--- src/oscsw_consts.svh ---
// Offsets, field positions, reset values and timing counts of the oscillator switch block.
`ifndef OSCSW_CONSTS_SVH
`define OSCSW_CONSTS_SVH
`define OSCSW_OFF_CTRL      12'h000
`define OSCSW_OFF_DIV       12'h004
`define OSCSW_OFF_TRIM      12'h008
`define OSCSW_OFF_STATUS    12'h00C
`define OSCSW_KEY_HI_A      8'h78
`define OSCSW_KEY_HI_B      8'h9A
`define OSCSW_KEY_LO_A      8'h46
`define OSCSW_KEY_LO_B      8'h57
`define OSCSW_BIT_FREEZE    7
`define OSCSW_BIT_PINFRZ    6
`define OSCSW_BIT_LOCK      5
`define OSCSW_BIT_FAIL      3
`define OSCSW_BIT_PKEEP     2
`define OSCSW_BIT_SECON     1
`define OSCSW_BIT_REQ       0
`define OSCSW_DIV_RESET     16'h0100
`define OSCSW_SETTLE_CYC    4'hA
`define OSCSW_STARTUP_CYC   16'h0400
`endif

--- src/oscsw_pkg.sv ---
// Types shared by the oscillator switch block.
package oscsw_pkg;
  typedef enum logic [2:0] {
    SRC_FAST     = 3'h0,
    SRC_FAST_PLL = 3'h1,
    SRC_PRI      = 3'h2,
    SRC_PRI_PLL  = 3'h3,
    SRC_SEC      = 3'h4,
    SRC_SLOW_RC  = 3'h5,
    SRC_RSVD     = 3'h6,
    SRC_FAST_DIV = 3'h7
  } oscsw_src_t;
  // Gray coded along idle, check, start, settle.
  typedef enum logic [1:0] {
    SW_IDLE   = 2'b00,
    SW_CHECK  = 2'b01,
    SW_START  = 2'b11,
    SW_SETTLE = 2'b10
  } oscsw_state_t;
endpackage : oscsw_pkg

--- src/oscsw_ctrl.sv ---
// Oscillator switch control: APB registers and clock switch sequencer.
// What this block does
// RULE_01 - Freeze blocks switching when monitor enabled
// RULE_02 - Pin freeze needs unlock; one-shot sticks
// RULE_03 - Lock bit follows PLL, clears on switch
// RULE_04 - Fail flag set on monitor detected failure
// RULE_05 - Sleep keep bit keeps primary running
// RULE_06 - Secondary enable bit drives oscillator enable
// RULE_07 - Request starts switch, reads 0 when done
// RULE_08 - Interrupt clears ratio enable when restore set
// RULE_09 - Ratio field selects 1 to 2^n
// RULE_10 - Ratio disabled forces 1 to 1
// RULE_11 - Postscale field divides fast RC, resets 001
// RULE_12 - Six bit signed trim value adjusts RC
// RULE_13 - Switching enabled only with config 00; code enables it for 00 and 01
// RULE_14 - Switching disabled: power-on source, request held 0
// RULE_15 - High byte write needs 78h,9Ah keys
// RULE_16 - Low byte write needs 46h,57h keys
// RULE_17 - Equal sources make request redundant, abort
// RULE_18 - Valid switch clears lock and fail flag
// RULE_19 - Start new source, wait timer or lock
// RULE_20 - Wait ten cycles, switch, copy selection
// RULE_21 - Old source off except kept slow RC/secondary
// RULE_22 - Software avoids direct PLL to PLL switching
// RULE_23 - Three bit source code mapping
// RULE_24 - Unkeyed control writes are ignored
//
// Design decisions made here: register access over APB and the address map.
`timescale 1ns/10ps
`include "oscsw_consts.svh"
module oscsw_ctrl #(
  parameter logic [15:0] STARTUP_CYCLES = `OSCSW_STARTUP_CYC
) (
  input  wire logic                 ref_clk,
  input  wire logic                 rst_n,
  input  wire logic                 psel,
  input  wire logic                 penable,
  input  wire logic                 pwrite,
  input  wire logic [11:0]          paddr,
  input  wire logic [31:0]          pwdata,
  input  wire logic [3:0]           pstrb,
  output logic                      pready,
  output logic                      pslverr,
  output logic [31:0]               prdata,
  input  wire logic [1:0]           switch_monitor_cfg,
  input  wire oscsw_pkg::oscsw_src_t poweron_source_cfg,
  input  wire logic                 pin_lock_one_shot,
  input  wire logic                 wdt_enabled,
  input  wire logic                 pll_locked,
  input  wire logic                 clock_failed,
  input  wire logic                 interrupt_event,
  input  wire logic                 sleep_mode,
  output logic                      primary_osc_en,
  output logic                      secondary_osc_en,
  output logic                      fast_rc_en,
  output logic                      slow_rc_en,
  output logic                      pll_en,
  output oscsw_pkg::oscsw_src_t     current_source,
  output logic [7:0]                periph_ratio_log2,
  output logic [8:0]                fast_rc_divisor,
  output logic [5:0]                fast_rc_trim_value,
  output logic                      pin_map_freeze
);
  import oscsw_pkg::*;

  oscsw_state_t st_r;
  oscsw_src_t   cur_r;
  oscsw_src_t   next_r;
  logic         freeze_r;
  logic         pinfrz_r;
  logic         lock_r;
  logic         fail_r;
  logic         pkeep_r;
  logic         sec_on_r;
  logic         req_r;
  logic [1:0]   hi_key_r;
  logic [1:0]   lo_key_r;
  logic         wake_r;
  logic [2:0]   ratio_r;
  logic         ratio_en_r;
  logic [2:0]   post_r;
  logic [5:0]   trim_r;
  logic [15:0]  wait_r;
  logic         init_r;

  logic sw_enabled;
  logic fsm_enabled;
  logic wr;
  logic rd;
  logic wr_ctrl;
  logic hi_ok;
  logic lo_ok;
  logic need_pll;
  logic need_xtal;
  logic src_ready;

  assign sw_enabled  = (switch_monitor_cfg[1] == 1'b0); // [RULE_13]
  assign fsm_enabled = (switch_monitor_cfg == 2'b00);
  assign wr      = psel && penable && pwrite && pready;
  assign rd      = psel && !penable && !pwrite;
  assign wr_ctrl = wr && (paddr == `OSCSW_OFF_CTRL);
  // A key is checked per byte lane; a keyed write must be the very next one.
  assign hi_ok = wr_ctrl && pstrb[1] && (hi_key_r == 2'b10); // [RULE_15]
  assign lo_ok = wr_ctrl && pstrb[0] && (lo_key_r == 2'b10); // [RULE_16]
  assign need_pll  = (next_r == SRC_FAST_PLL) || (next_r == SRC_PRI_PLL);
  assign need_xtal = (next_r == SRC_PRI) || (next_r == SRC_PRI_PLL);
  assign src_ready = (need_pll ? lock_r : 1'b1) &&
                     (need_xtal ? (wait_r == 16'h0000) : 1'b1); // [RULE_19]

  always_ff @(posedge ref_clk)
  begin
    pready  <= 1'b0;
    pslverr <= 1'b0;
    if (!rst_n)
    begin
      prdata <= 32'h0000_0000;
    end
    else if (psel && !penable)
    begin
      pready <= 1'b1;
      pslverr <= !(paddr == `OSCSW_OFF_CTRL || paddr == `OSCSW_OFF_DIV ||
                   paddr == `OSCSW_OFF_TRIM || paddr == `OSCSW_OFF_STATUS);
      if (rd)
      begin
        case (paddr)
          `OSCSW_OFF_CTRL:   prdata <= {16'h0000, 1'b0, cur_r, 1'b0, next_r,
                                freeze_r, pinfrz_r, lock_r, 1'b0, fail_r,
                                pkeep_r, sec_on_r, req_r};
          `OSCSW_OFF_DIV:    prdata <= {16'h0000, wake_r, ratio_r,
                                        ratio_en_r, post_r, 8'h00};
          `OSCSW_OFF_TRIM:   prdata <= {26'h0000000, trim_r};
          `OSCSW_OFF_STATUS: prdata <= {28'h0000000, st_r, sw_enabled,
                                        fsm_enabled};
          default:           prdata <= 32'h0000_0000;
        endcase
      end
    end
  end

  // Key trackers: 00 none, 01 first key seen, 10 armed for one write.
  always_ff @(posedge ref_clk)
  begin
    if (!rst_n)
    begin
      hi_key_r <= 2'b00;
      lo_key_r <= 2'b00;
    end
    else if (wr_ctrl)
    begin
      if (pstrb[1] && hi_key_r == 2'b00 && pwdata[15:8] == `OSCSW_KEY_HI_A)
        hi_key_r <= 2'b01;
      else if (pstrb[1] && hi_key_r == 2'b01 &&
               pwdata[15:8] == `OSCSW_KEY_HI_B)
        hi_key_r <= 2'b10;
      else
        hi_key_r <= 2'b00;
      if (pstrb[0] && lo_key_r == 2'b00 && pwdata[7:0] == `OSCSW_KEY_LO_A)
        lo_key_r <= 2'b01;
      else if (pstrb[0] && lo_key_r == 2'b01 &&
               pwdata[7:0] == `OSCSW_KEY_LO_B)
        lo_key_r <= 2'b10;
      else
        lo_key_r <= 2'b00;
    end
    else if (wr)
    begin
      hi_key_r <= 2'b00;
      lo_key_r <= 2'b00;
    end
  end

  // Control bits; writes outside a keyed slot change nothing.
  always_ff @(posedge ref_clk)
  begin
    if (!rst_n)
    begin
      freeze_r <= 1'b0;
      pinfrz_r <= 1'b0;
      pkeep_r  <= 1'b0;
      sec_on_r <= 1'b0;
      next_r   <= SRC_FAST_DIV;
    end
    else
    begin
      if (hi_ok && sw_enabled && !(freeze_r && fsm_enabled)) // [RULE_01]
        next_r <= oscsw_src_t'(pwdata[10:8]); // [RULE_24]
      if (lo_ok) // [RULE_24]
      begin
        if (pwdata[`OSCSW_BIT_FREEZE])
          freeze_r <= 1'b1;
        if (!(pin_lock_one_shot && pinfrz_r)) // [RULE_02]
          pinfrz_r <= pwdata[`OSCSW_BIT_PINFRZ];
        pkeep_r <= pwdata[`OSCSW_BIT_PKEEP]; // [RULE_05]
        sec_on_r <= pwdata[`OSCSW_BIT_SECON]; // [RULE_06]
      end
    end
  end

  // Sequencer, current source, request, lock and fail flags.
  always_ff @(posedge ref_clk)
  begin
    if (!rst_n)
    begin
      st_r   <= SW_IDLE;
      cur_r  <= SRC_FAST_DIV;
      req_r  <= 1'b0;
      lock_r <= 1'b0;
      fail_r <= 1'b0;
      wait_r <= 16'h0000;
      init_r <= 1'b1;
    end
    else
    begin
      init_r <= 1'b0;
      if (init_r || !sw_enabled)
        cur_r <= poweron_source_cfg; // [RULE_14]
      // The fail flag is written clear-only; a new failure wins the clear.
      if (fsm_enabled && clock_failed)
        fail_r <= 1'b1; // [RULE_04]
      else if (lo_ok && !pwdata[`OSCSW_BIT_FAIL])
        fail_r <= 1'b0;
      lock_r <= pll_locked && pll_en; // [RULE_03]
      if (wait_r != 16'h0000)
        wait_r <= wait_r - 16'h0001;
      case (st_r)
        SW_IDLE:
        begin
          if (lo_ok && pwdata[`OSCSW_BIT_REQ] && sw_enabled &&
              !(freeze_r && fsm_enabled)) // [RULE_01] [RULE_07]
          begin
            req_r <= 1'b1;
            st_r  <= SW_CHECK;
          end
          else
            req_r <= 1'b0; // [RULE_14]
        end
        SW_CHECK:
        begin
          if (cur_r == next_r) // [RULE_17]
          begin
            req_r <= 1'b0;
            st_r  <= SW_IDLE;
          end
          else
          begin
            lock_r <= 1'b0; // [RULE_18]
            fail_r <= 1'b0;
            wait_r <= need_xtal ? STARTUP_CYCLES : 16'h0000;
            st_r   <= SW_START;
          end
        end
        SW_START:
        begin
          if (src_ready) // [RULE_19]
          begin
            wait_r <= {12'h000, `OSCSW_SETTLE_CYC};
            st_r   <= SW_SETTLE;
          end
        end
        SW_SETTLE:
        begin
          if (wait_r == 16'h0001) // [RULE_20]
          begin
            cur_r  <= next_r;
            req_r  <= 1'b0;
            lock_r <= 1'b0;
            st_r   <= SW_IDLE;
          end
        end
        default: st_r <= SW_IDLE;
      endcase
    end
  end

  // Divider and trim registers.
  always_ff @(posedge ref_clk)
  begin
    if (!rst_n)
    begin
      wake_r     <= 1'b0;
      ratio_r    <= 3'h0;
      ratio_en_r <= 1'b0;
      post_r     <= 3'(`OSCSW_DIV_RESET >> 8); // [RULE_11]
      trim_r     <= 6'h00;
    end
    else
    begin
      if (wr && paddr == `OSCSW_OFF_DIV && pstrb[1])
      begin
        wake_r     <= pwdata[15];
        ratio_r    <= pwdata[14:12];
        ratio_en_r <= pwdata[11];
        post_r     <= pwdata[10:8];
      end
      if (wake_r && interrupt_event)
        ratio_en_r <= 1'b0; // [RULE_08]
      if (wr && paddr == `OSCSW_OFF_TRIM && pstrb[0])
        trim_r <= pwdata[5:0]; // [RULE_12]
    end
  end

  // Oscillator enables; an old source other than a kept slow RC or secondary drops once current moves on.
  always_ff @(posedge ref_clk)
  begin
    if (!rst_n)
    begin
      primary_osc_en    <= 1'b0;
      secondary_osc_en  <= 1'b0;
      fast_rc_en        <= 1'b1;
      slow_rc_en        <= 1'b0;
      pll_en            <= 1'b0;
      current_source    <= SRC_FAST_DIV;
      periph_ratio_log2 <= 8'h00;
      fast_rc_divisor   <= 9'h002;
      fast_rc_trim_value <= 6'h00;
      pin_map_freeze    <= 1'b0;
    end
    else
    begin
      // [RULE_21] [RULE_23]
      primary_osc_en <= ((cur_r == SRC_PRI || cur_r == SRC_PRI_PLL) &&
                         !(sleep_mode && !pkeep_r)) ||
                        (st_r != SW_IDLE && need_xtal); // [RULE_05]
      secondary_osc_en <= sec_on_r || cur_r == SRC_SEC ||
                          (st_r != SW_IDLE && next_r == SRC_SEC); // [RULE_06]
      fast_rc_en <= cur_r == SRC_FAST || cur_r == SRC_FAST_PLL ||
                    cur_r == SRC_FAST_DIV ||
                    (st_r != SW_IDLE && (next_r == SRC_FAST ||
                     next_r == SRC_FAST_PLL || next_r == SRC_FAST_DIV));
      // The watchdog and the monitor run on the slow RC, so either keeps it up.
      slow_rc_en <= wdt_enabled || fsm_enabled || cur_r == SRC_SLOW_RC ||
                    (st_r != SW_IDLE && next_r == SRC_SLOW_RC); // [RULE_21]
      pll_en <= cur_r == SRC_FAST_PLL || cur_r == SRC_PRI_PLL ||
                (st_r != SW_IDLE && need_pll); // [RULE_03]
      current_source <= cur_r;
      periph_ratio_log2 <= ratio_en_r ? {5'h00, ratio_r} : 8'h00;
      // [RULE_09] [RULE_10]
      fast_rc_divisor <= (post_r == 3'h7) ? 9'h100 :
                         (9'h001 << post_r); // [RULE_11]
      fast_rc_trim_value <= trim_r;
      pin_map_freeze <= pinfrz_r;
    end
  end

  settle_count_a: assert property (@(posedge ref_clk) // [RULE_20]
    disable iff (!rst_n)
    st_r == SW_SETTLE && $past(st_r) == SW_START |-> ##10 cur_r == next_r)
    else $error("switch not done ten cycles after ready");
  redundant_a: assert property (@(posedge ref_clk) // [RULE_17]
    disable iff (!rst_n)
    st_r == SW_CHECK && cur_r == next_r |=> !req_r && st_r == SW_IDLE)
    else $error("redundant switch not aborted");
  clear_flags_a: assert property (@(posedge ref_clk) // [RULE_18]
    disable iff (!rst_n)
    st_r == SW_CHECK && cur_r != next_r |=> !lock_r && !fail_r)
    else $error("valid switch kept lock or fail");
  req_held_a: assert property (@(posedge ref_clk) // [RULE_14]
    disable iff (!rst_n)
    !sw_enabled |=> !req_r)
    else $error("request set while switching disabled");
  oneshot_a: assert property (@(posedge ref_clk) // [RULE_02]
    disable iff (!rst_n)
    pin_lock_one_shot && pinfrz_r |=> pinfrz_r)
    else $error("one-shot pin freeze cleared");
  unkeyed_a: assert property (@(posedge ref_clk) // [RULE_24]
    disable iff (!rst_n)
    wr_ctrl && lo_key_r != 2'b10 |=> $stable(sec_on_r) && $stable(pkeep_r))
    else $error("unkeyed low byte write took effect");
  wake_a: assert property (@(posedge ref_clk) // [RULE_08]
    disable iff (!rst_n)
    wake_r && interrupt_event |=> !ratio_en_r ##1 periph_ratio_log2 == 8'h00)
    else $error("interrupt did not restore ratio");
  fail_set_a: assert property (@(posedge ref_clk) // [RULE_04]
    disable iff (!rst_n)
    fsm_enabled && clock_failed |=> fail_r)
    else $error("clock failure not flagged");
  ratio_off_a: assert property (@(posedge ref_clk) // [RULE_10]
    disable iff (!rst_n)
    !ratio_en_r |=> periph_ratio_log2 == 8'h00)
    else $error("ratio applied while disabled");
  slow_rc_keep_a: assert property (@(posedge ref_clk) // [RULE_21]
    disable iff (!rst_n)
    wdt_enabled || fsm_enabled |=> slow_rc_en)
    else $error("slow RC dropped while still needed");
endmodule : oscsw_ctrl

--- config.mk ---
export PLATFORM = sky130hd
export DESIGN_NAME = oscsw_ctrl
export DESIGN_NICKNAME = d
export VERILOG_FILES = /design/src/oscsw_pkg.sv /design/src/oscsw_ctrl.sv
export VERILOG_INCLUDE_DIRS = /design/src /design/src/src
export SDC_FILE = /design/constraint.sdc
export NUM_CORES = 1
export LEC_CHECK = 0
export ABC_CLOCK_PERIOD_IN_PS = 4050
export BUFFER_PORTS_ARGS = -buffer_cell sky130_fd_sc_hd__buf_2
export CORE_MARGIN = 3
export CORE_UTILIZATION = 55
export CTS_CLUSTER_SIZE = 25
export DETAILED_ROUTE_END_ITERATION = 7
export PLACE_DENSITY = 0.91
export SKIP_LAST_GASP = 1
export SLEW_MARGIN = 20
export SYNTH_ARGS = -nofsm -noshare
export SYNTH_HDL_FRONTEND = slang
export SYNTH_SLANG_ARGS = --single-unit
--- constraint.sdc ---
create_clock -name ref_clk -period 4.05 [get_ports ref_clk]
set_clock_uncertainty 0.05 [all_clocks]
set_input_delay 0.81 -clock ref_clk [delete_from_list [all_inputs] [get_ports ref_clk]]
set_output_delay 0.81 -clock ref_clk [all_outputs]
set_load 0.1 [all_outputs]
Word level (Yosys, flattened, before mapping) --
Cells that the tools add are included.
Storage, ports and cells: register bits after elaboration 116, bits of input ports 64, output and inout bits 66, logic and storage cells 198
Cells by class: add/sub/neg operators 1, equality and inequality tests 33, shift operators 1, muxes and demuxes 37, bitwise logic cells 3, reduce and logical (&&, ||, !) cells 89
Operators by type and width (number):
- $pmux 16 s4 | 1
- $mux 16 | 3
- $logic_and 1x1->1 | 41
- $pmux 16 s2 | 1
- $eq 12x4->1 const B | 2
- $eq 8x7->1 const B | 3
- $mux 2 | 11
- $eq 3x3->1 const B | 7
- $logic_or 1x1->1 | 20
- $eq 16x1->1 const B | 1
- $logic_not 16->1 | 1
- $reduce_bool 16->1 | 1
- $sub 16x1->16 const B | 1
- $mux 1 | 13
- $eq 12x3->1 const B | 1
- $eq 3x2->1 const B | 4
- $logic_not 12->1 | 1
- $mux 11 | 1
- $reduce_and 2->1 | 5
- $mux 3 | 3
- $mux 9 | 1
- $shl 1x3->9 const A | 1
- $eq 2x2->1 const B | 4
- $eq 8x8->1 const B | 1
- other kinds (15) | 36

Logic depth before layout (Yosys ltp) --
word-level depth 11, gate-level depth with buffers 9, gate-level depth less buffers 7

Least setup slack after synthesis --
Ideal clock, no wire load.
path type input-to-reg, start in paddr[9], end reg req_r, data arrival time 2.342 ns, required time 3.930 ns, path slack 1.587 ns, stages on the path 6, path buffers 1, cells stage by stage nor4_1 > and3_1 > clkbuf_1 > nand3_1 > or4_1 > a21oi_1
On the way: longest elaborated chain between the ends 9
RTL lines:
- from (decl) | RTL line oscsw_ctrl.sv:39 | input wire logic [11:0] paddr,
- $logic_not 12->1
- $logic_and 1x1->1 | RTL line oscsw_ctrl.sv:101 | assign wr_ctrl = wr && (paddr == `OSCSW_OFF_CTRL);
- $logic_and 1x1->1 (2 in a row) | RTL line oscsw_ctrl.sv:104 | assign lo_ok = wr_ctrl && pstrb[0] && (lo_key_r == 2'b10);
- $logic_and 1x1->1 (3 in a row) | RTL line oscsw_ctrl.sv:228 | if (lo_ok && pwdata[`OSCSW_BIT_REQ] && sw_enabled &&
- $mux 1 | RTL line oscsw_ctrl.sv:228
- $pmux 1 s3 | RTL line oscsw_ctrl.sv:225 | case (st_r)
- to (signal assigned) | RTL line oscsw_ctrl.sv:231 | req_r <= 1'b1;
- to (signal assigned) | RTL line oscsw_ctrl.sv:235 | req_r <= 1'b0;
- to (signal assigned) | RTL line oscsw_ctrl.sv:241 | req_r <= 1'b0;
- to (decl) | RTL line oscsw_ctrl.sv:75 | logic req_r;
Every way passes these cells. A chain may end at the register's enable or synchronous reset.

Worst setup path in the final report --
start reg wait_r[5], end reg wait_r[11]
On the way: longest elaborated chain between the ends 5
RTL lines:
- from (decl) | RTL line oscsw_ctrl.sv:83 | logic [15:0] wait_r;
- from (signal assigned) | RTL line oscsw_ctrl.sv:224 | wait_r <= wait_r - 16'h0001;
- from (signal assigned) | RTL line oscsw_ctrl.sv:248 | wait_r <= need_xtal ? STARTUP_CYCLES : 16'h0000;
- from (signal assigned) | RTL line oscsw_ctrl.sv:256 | wait_r <= {12'h000, `OSCSW_SETTLE_CYC};
- branches (longest 4 deep; another with $sub 16x1->16)
- $pmux 16 s2 (*) | RTL line oscsw_ctrl.sv:225
Mark *: on every way between the ends.

==> impl_metrics.prom <==
# TYPE chip_impl_metric gauge
chip_impl_metric{name="cts-resized-gates",unit=""} 0
chip_impl_metric{name="post_layout_nonfiller_instances",unit=""} 662
chip_impl_metric{name="worst_reg2reg_setup_slack",unit="ns"} 1.23
chip_impl_metric{name="cts_sinks",unit=""} 95
chip_impl_metric{name="post-route-drc-count",unit=""} 0
chip_impl_metric{name="routedWlPerCell",unit="um"} 15.9
chip_impl_metric{name="maxCapViolCount",unit=""} 0
chip_impl_metric{name="syn_area_per_cell",unit="um^2"} 8.85
chip_impl_info{name="post-synth-top-area-cell",value="dfxtp_1"} 1
chip_impl_metric{name="clock.fmax",unit="MHz"} 355
chip_impl_metric{name="fin_crit_sh",unit=""} 0.696
chip_impl_metric{name="vias_after_detailed_routing",unit=""} 3810
chip_impl_info{name="worst_r2r_startpoint",value="wait_r[5]"} 1
chip_impl_metric{name="ys_seq_elements",unit=""} 95
chip_impl_metric{name="layout_stage_area_growth_over_the_synthesis_result",unit="%"} 14.5
chip_impl_metric{name="design_area",unit="mm^2"} 0.00485
chip_impl_info{name="critical_path.reg2reg.endpoint",value="wait_r[11]"} 1
chip_impl_metric{name="multi_input_comb_area",unit="mm^2"} 0.00213
chip_impl_metric{name="mappedNetlistArea",unit="mm^2"} 0.00424
chip_impl_info{name="synth-main-ff-cell",value="dfxtp_1"} 1
chip_impl_metric{name="cts_buffer_depth",unit=""} 2
chip_impl_info{name="worst_hold_path_type",value="reg -> reg"} 1
chip_impl_info{name="run_status",value="finished, final reports clean"} 1
chip_impl_metric{name="slew_headroom",unit=""} 0.317
chip_impl_metric{name="reg2reg_depth",unit=""} 5
chip_impl_info{name="end_kind",value="flip-flop"} 1
chip_impl_metric{name="numCtsBuffers",unit=""} 9
chip_impl_metric{name="synthCells",unit=""} 479
chip_impl_metric{name="detail_route.first_pass.iterations",unit=""} 5
chip_impl_metric{name="synth-edff-count",unit=""} 0
chip_impl_info{name="clock_tree.root_cell",value="clkbuf_8"} 1
chip_impl_metric{name="place_area",unit="mm^2"} 0.00467
chip_impl_metric{name="seq_area",unit="mm^2"} 0.00190
chip_impl_metric{name="finalSetupViolations",unit=""} 0
chip_impl_metric{name="antenna_found_initial",unit=""} 0
chip_impl_metric{name="yosysSeqAreaShare",unit=""} 0.449
chip_impl_metric{name="required",unit="ns"} 4.22
chip_impl_metric{name="die-height",unit="um"} 93.8
chip_impl_metric{name="holdBufCountCts",unit=""} 0
chip_impl_info{name="synth_top_cells_by_area",value="dfxtp_1 45%, nor2_1 5.2%, mux2i_1 5.0%, buf_4 3.7%, nand2_1 3.1%"} 1
chip_impl_metric{name="placement.io_buffers",unit=""} 90
chip_impl_metric{name="htreeDepth",unit=""} 3
chip_impl_info{name="path_class",value="reg -> reg"} 1
chip_impl_metric{name="global_route.overflow_total",unit=""} 0
chip_impl_metric{name="globalRouteTotalUtil",unit=""} 0.242
chip_impl_info{name="startpoint_type_of_the_worst_setup_path",value="flip-flop"} 1
chip_impl_metric{name="cts.reportedPaths.clkPinSlew",unit="ns"} 0.10
chip_impl_metric{name="drtAntennaViolNets",unit=""} 0
chip_impl_metric{name="power.leakage",unit="uW"} 0.00208
chip_impl_metric{name="core_area",unit="mm^2"} 0.00737
chip_impl_metric{name="die_w",unit="um"} 93.8
chip_impl_metric{name="setup-tns-final",unit="ns"} 0
chip_impl_info{name="rsz_0062_raised_after_global_routing",value="false"} 1
chip_impl_metric{name="nFillCells",unit=""} 598
chip_impl_metric{name="post-synth-top-area-fraction",unit=""} 0.449
chip_impl_metric{name="maximum_number_of_pins_on_one_net_before_global_route_repair",unit=""} 29
chip_impl_info{name="worst_hold_path.endpoint",value="prdata[6]"} 1
chip_impl_metric{name="drtIter0Drc",unit=""} 193
chip_impl_metric{name="antennaDiodeCount",unit=""} 0
chip_impl_metric{name="vias_in_the_first_global_route",unit=""} 3678
chip_impl_metric{name="worstHoldPathCells",unit=""} 2
chip_impl_info{name="tritoncts",value="done"} 1
chip_impl_info{name="source_of_the_worst_hold_timing_path",value="prdata[6]"} 1
chip_impl_metric{name="share_of_synthesized_flip_flops_with_an_asynchronous_set_or_reset",unit=""} 0
chip_impl_metric{name="number_of_max_slew_violations_in_the_final_report",unit=""} 0
chip_impl_metric{name="dieArea",unit="mm^2"} 0.00880
chip_impl_metric{name="power_density_of_the_placed_cells",unit="mW/mm^2"} 536
chip_impl_metric{name="initial_core_util",unit=""} 0.575
chip_impl_info{name="crit_path_top_delay_cell",value="o31ai_2"} 1
chip_impl_info{name="critical_path.cell_chain",value="or4_4, and4b_1, o21ai_2, o31ai_2, nor2_1"} 1
chip_impl_metric{name="clock_latency",unit="ns"} 0.37
chip_impl_metric{name="final_layout_size_suffix_gt1_frac",unit=""} 0.213
chip_impl_metric{name="whs",unit="ns"} 0.403
chip_impl_metric{name="post_drt_via_cell_ratio",unit=""} 5.76
chip_impl_metric{name="io-pin-count",unit=""} 130
chip_impl_metric{name="grt_pass1_wl",unit="mm"} 17.0
chip_impl_metric{name="placementRows",unit=""} 31
chip_impl_metric{name="tightestPinTransition",unit="ns"} 1.02
chip_impl_metric{name="totalPowerFinal",unit="uW"} 2600
chip_impl_metric{name="hpwl",unit="mm"} 7.74
chip_impl_metric{name="min_period",unit="ns"} 2.82
chip_impl_metric{name="hold_viol",unit=""} 0
chip_impl_metric{name="synth-warning-count",unit=""} 0
chip_impl_metric{name="ir_worst_vdd",unit="uV"} 314
chip_impl_metric{name="cp.arrival",unit="ns"} 3.00
chip_impl_metric{name="postCtsSetupBuffers",unit=""} 0
chip_impl_metric{name="yosys.cell_types.count",unit=""} 54
chip_impl_metric{name="drt-total-wl",unit="mm"} 10.5
chip_impl_metric{name="placed_cells",unit=""} 646
chip_impl_metric{name="gpl.final_weighted_congestion",unit=""} 0.895
chip_impl_metric{name="net_count_final",unit=""} 629
chip_impl_metric{name="critPathMaxFanout",unit=""} 13
chip_impl_metric{name="timing.critical_path.slowest_cell_delay",unit="ns"} 0.86
==> per-stage QoR <==
step	util	worst slack, ns
3_3_place_gp	0.633	1.27
3_5_place_dp	0.633	1.06
6_report	0.659	1.23
2_1_floorplan	-	1.59
4_1_cts	0.659	1.27
5_1_grt	0.659	1.03
==> cells in the mapped netlist, types with 3 or more instances <==
cell type,n
dfxtp_1,95
nor2_1,59
nand2_1,35
a21oi_1,26
buf_4,21
mux2i_1,21
clkbuf_1,20
nor3_1,18
nand3_1,17
and2_1,11
inv_1,10
nand2b_1,9
nand4_1,9
o21ai_0,9
and3_1,8
xor2_1,8
ha_1,7
nor3b_1,7
nor4_1,7
xnor2_1,7
a211oi_1,6
a221oi_1,6
nor4b_1,6
nor2b_1,5
o21ai_1,5
nor4bb_1,4
a32oi_1,3
and4_1,3
buf_2,3
o22ai_1,3
==> worst max path at each step <==
| stage | from | slack (ns) | depth (start not counted) | to |
|---|---|---|---|---|
| finish | wait_r[5] | 1.23 | 5 | wait_r[11] |
| global placement | paddr[9] | 1.27 | 6 | prdata[8] |
| floorplan | paddr[9] | 1.59 | 6 | req_r |
| detailed placement | paddr[1] | 1.06 | 6 | prdata[8] |
| global route | wait_r[0] | 1.03 | 7 | wait_r[11] |
| CTS | wait_r[5] | 1.27 | 5 | wait_r[11] |
==> cell families (layout without fill, tap and decap cells) <==
group	after synthesis	count (layout)	synth area share
compound gates	70	70	0.109
xor+xnor	15	15	0.0310
fa+ha+maj	7	7	0.0207
buf+inv	56	119	0.0690
flops	95	95	0.449
mux	22	22	0.0522
other cells	1	22	0.000884
simple gates	213	213	0.269
==> metal layers <==
layer	track usage	vias up	part of all wire
met1	0.280	1819	0.39
met4	0.0963	0	0.024
li1	-	1795	-
met2	0.429	167	0.51
met5	0	-	0
met3	0.0569	29	0.074
==> registers in the layout, indices dropped and copies added (netlist names), 2 cells and up <==
register	count
wait_r	16
trim_r	6
periph_ratio_log2	3
lo_key_r	2
post_r	3
hi_key_r	2
fast_rc_trim_value	6
prdata	16
current_source	3
next_r	3
fast_rc_divisor	9
st_r	2
ratio_r	3
cur_r	3
==> report_power, final <==
group          switching [uW]  internal, uW  leakage (uW)
clock network             364           236     0.0000927
registers                91.1          1010      0.000772
logic                     578           315       0.00122
==> layout by cell type (no fill, tap or decap), types with 11 or more instances in the layout <==
cell type and n:
and2_1 11, nand3_1 17, buf_2 90, dfxtp_1 95
nor3_1 18, a21oi_1 26, nand2_1 35, conb_1 22
nor2_1 59, mux2i_1 21
==> cell type report <==
type	instances	share of cell area
Clock buffer	9	0.0255
Clock inverter	7	0.0129
Inverter	10	0.00773
Multi-Input combinational cell	349	0.439
Sequential cell	95	0.392
Tap cell	99	0.0255
Timing Repair Buffer	93	0.0974
==> critical path, delay by kind of cell (launching register included) <==
family	cells	cell delay, ns
AO/OA/AOI/OAI	2	1.03
flip-flops	1	0.37
AND/OR/NAND/NOR	3	1.22
Note: power is estimated with default switching activity, not from simulation.
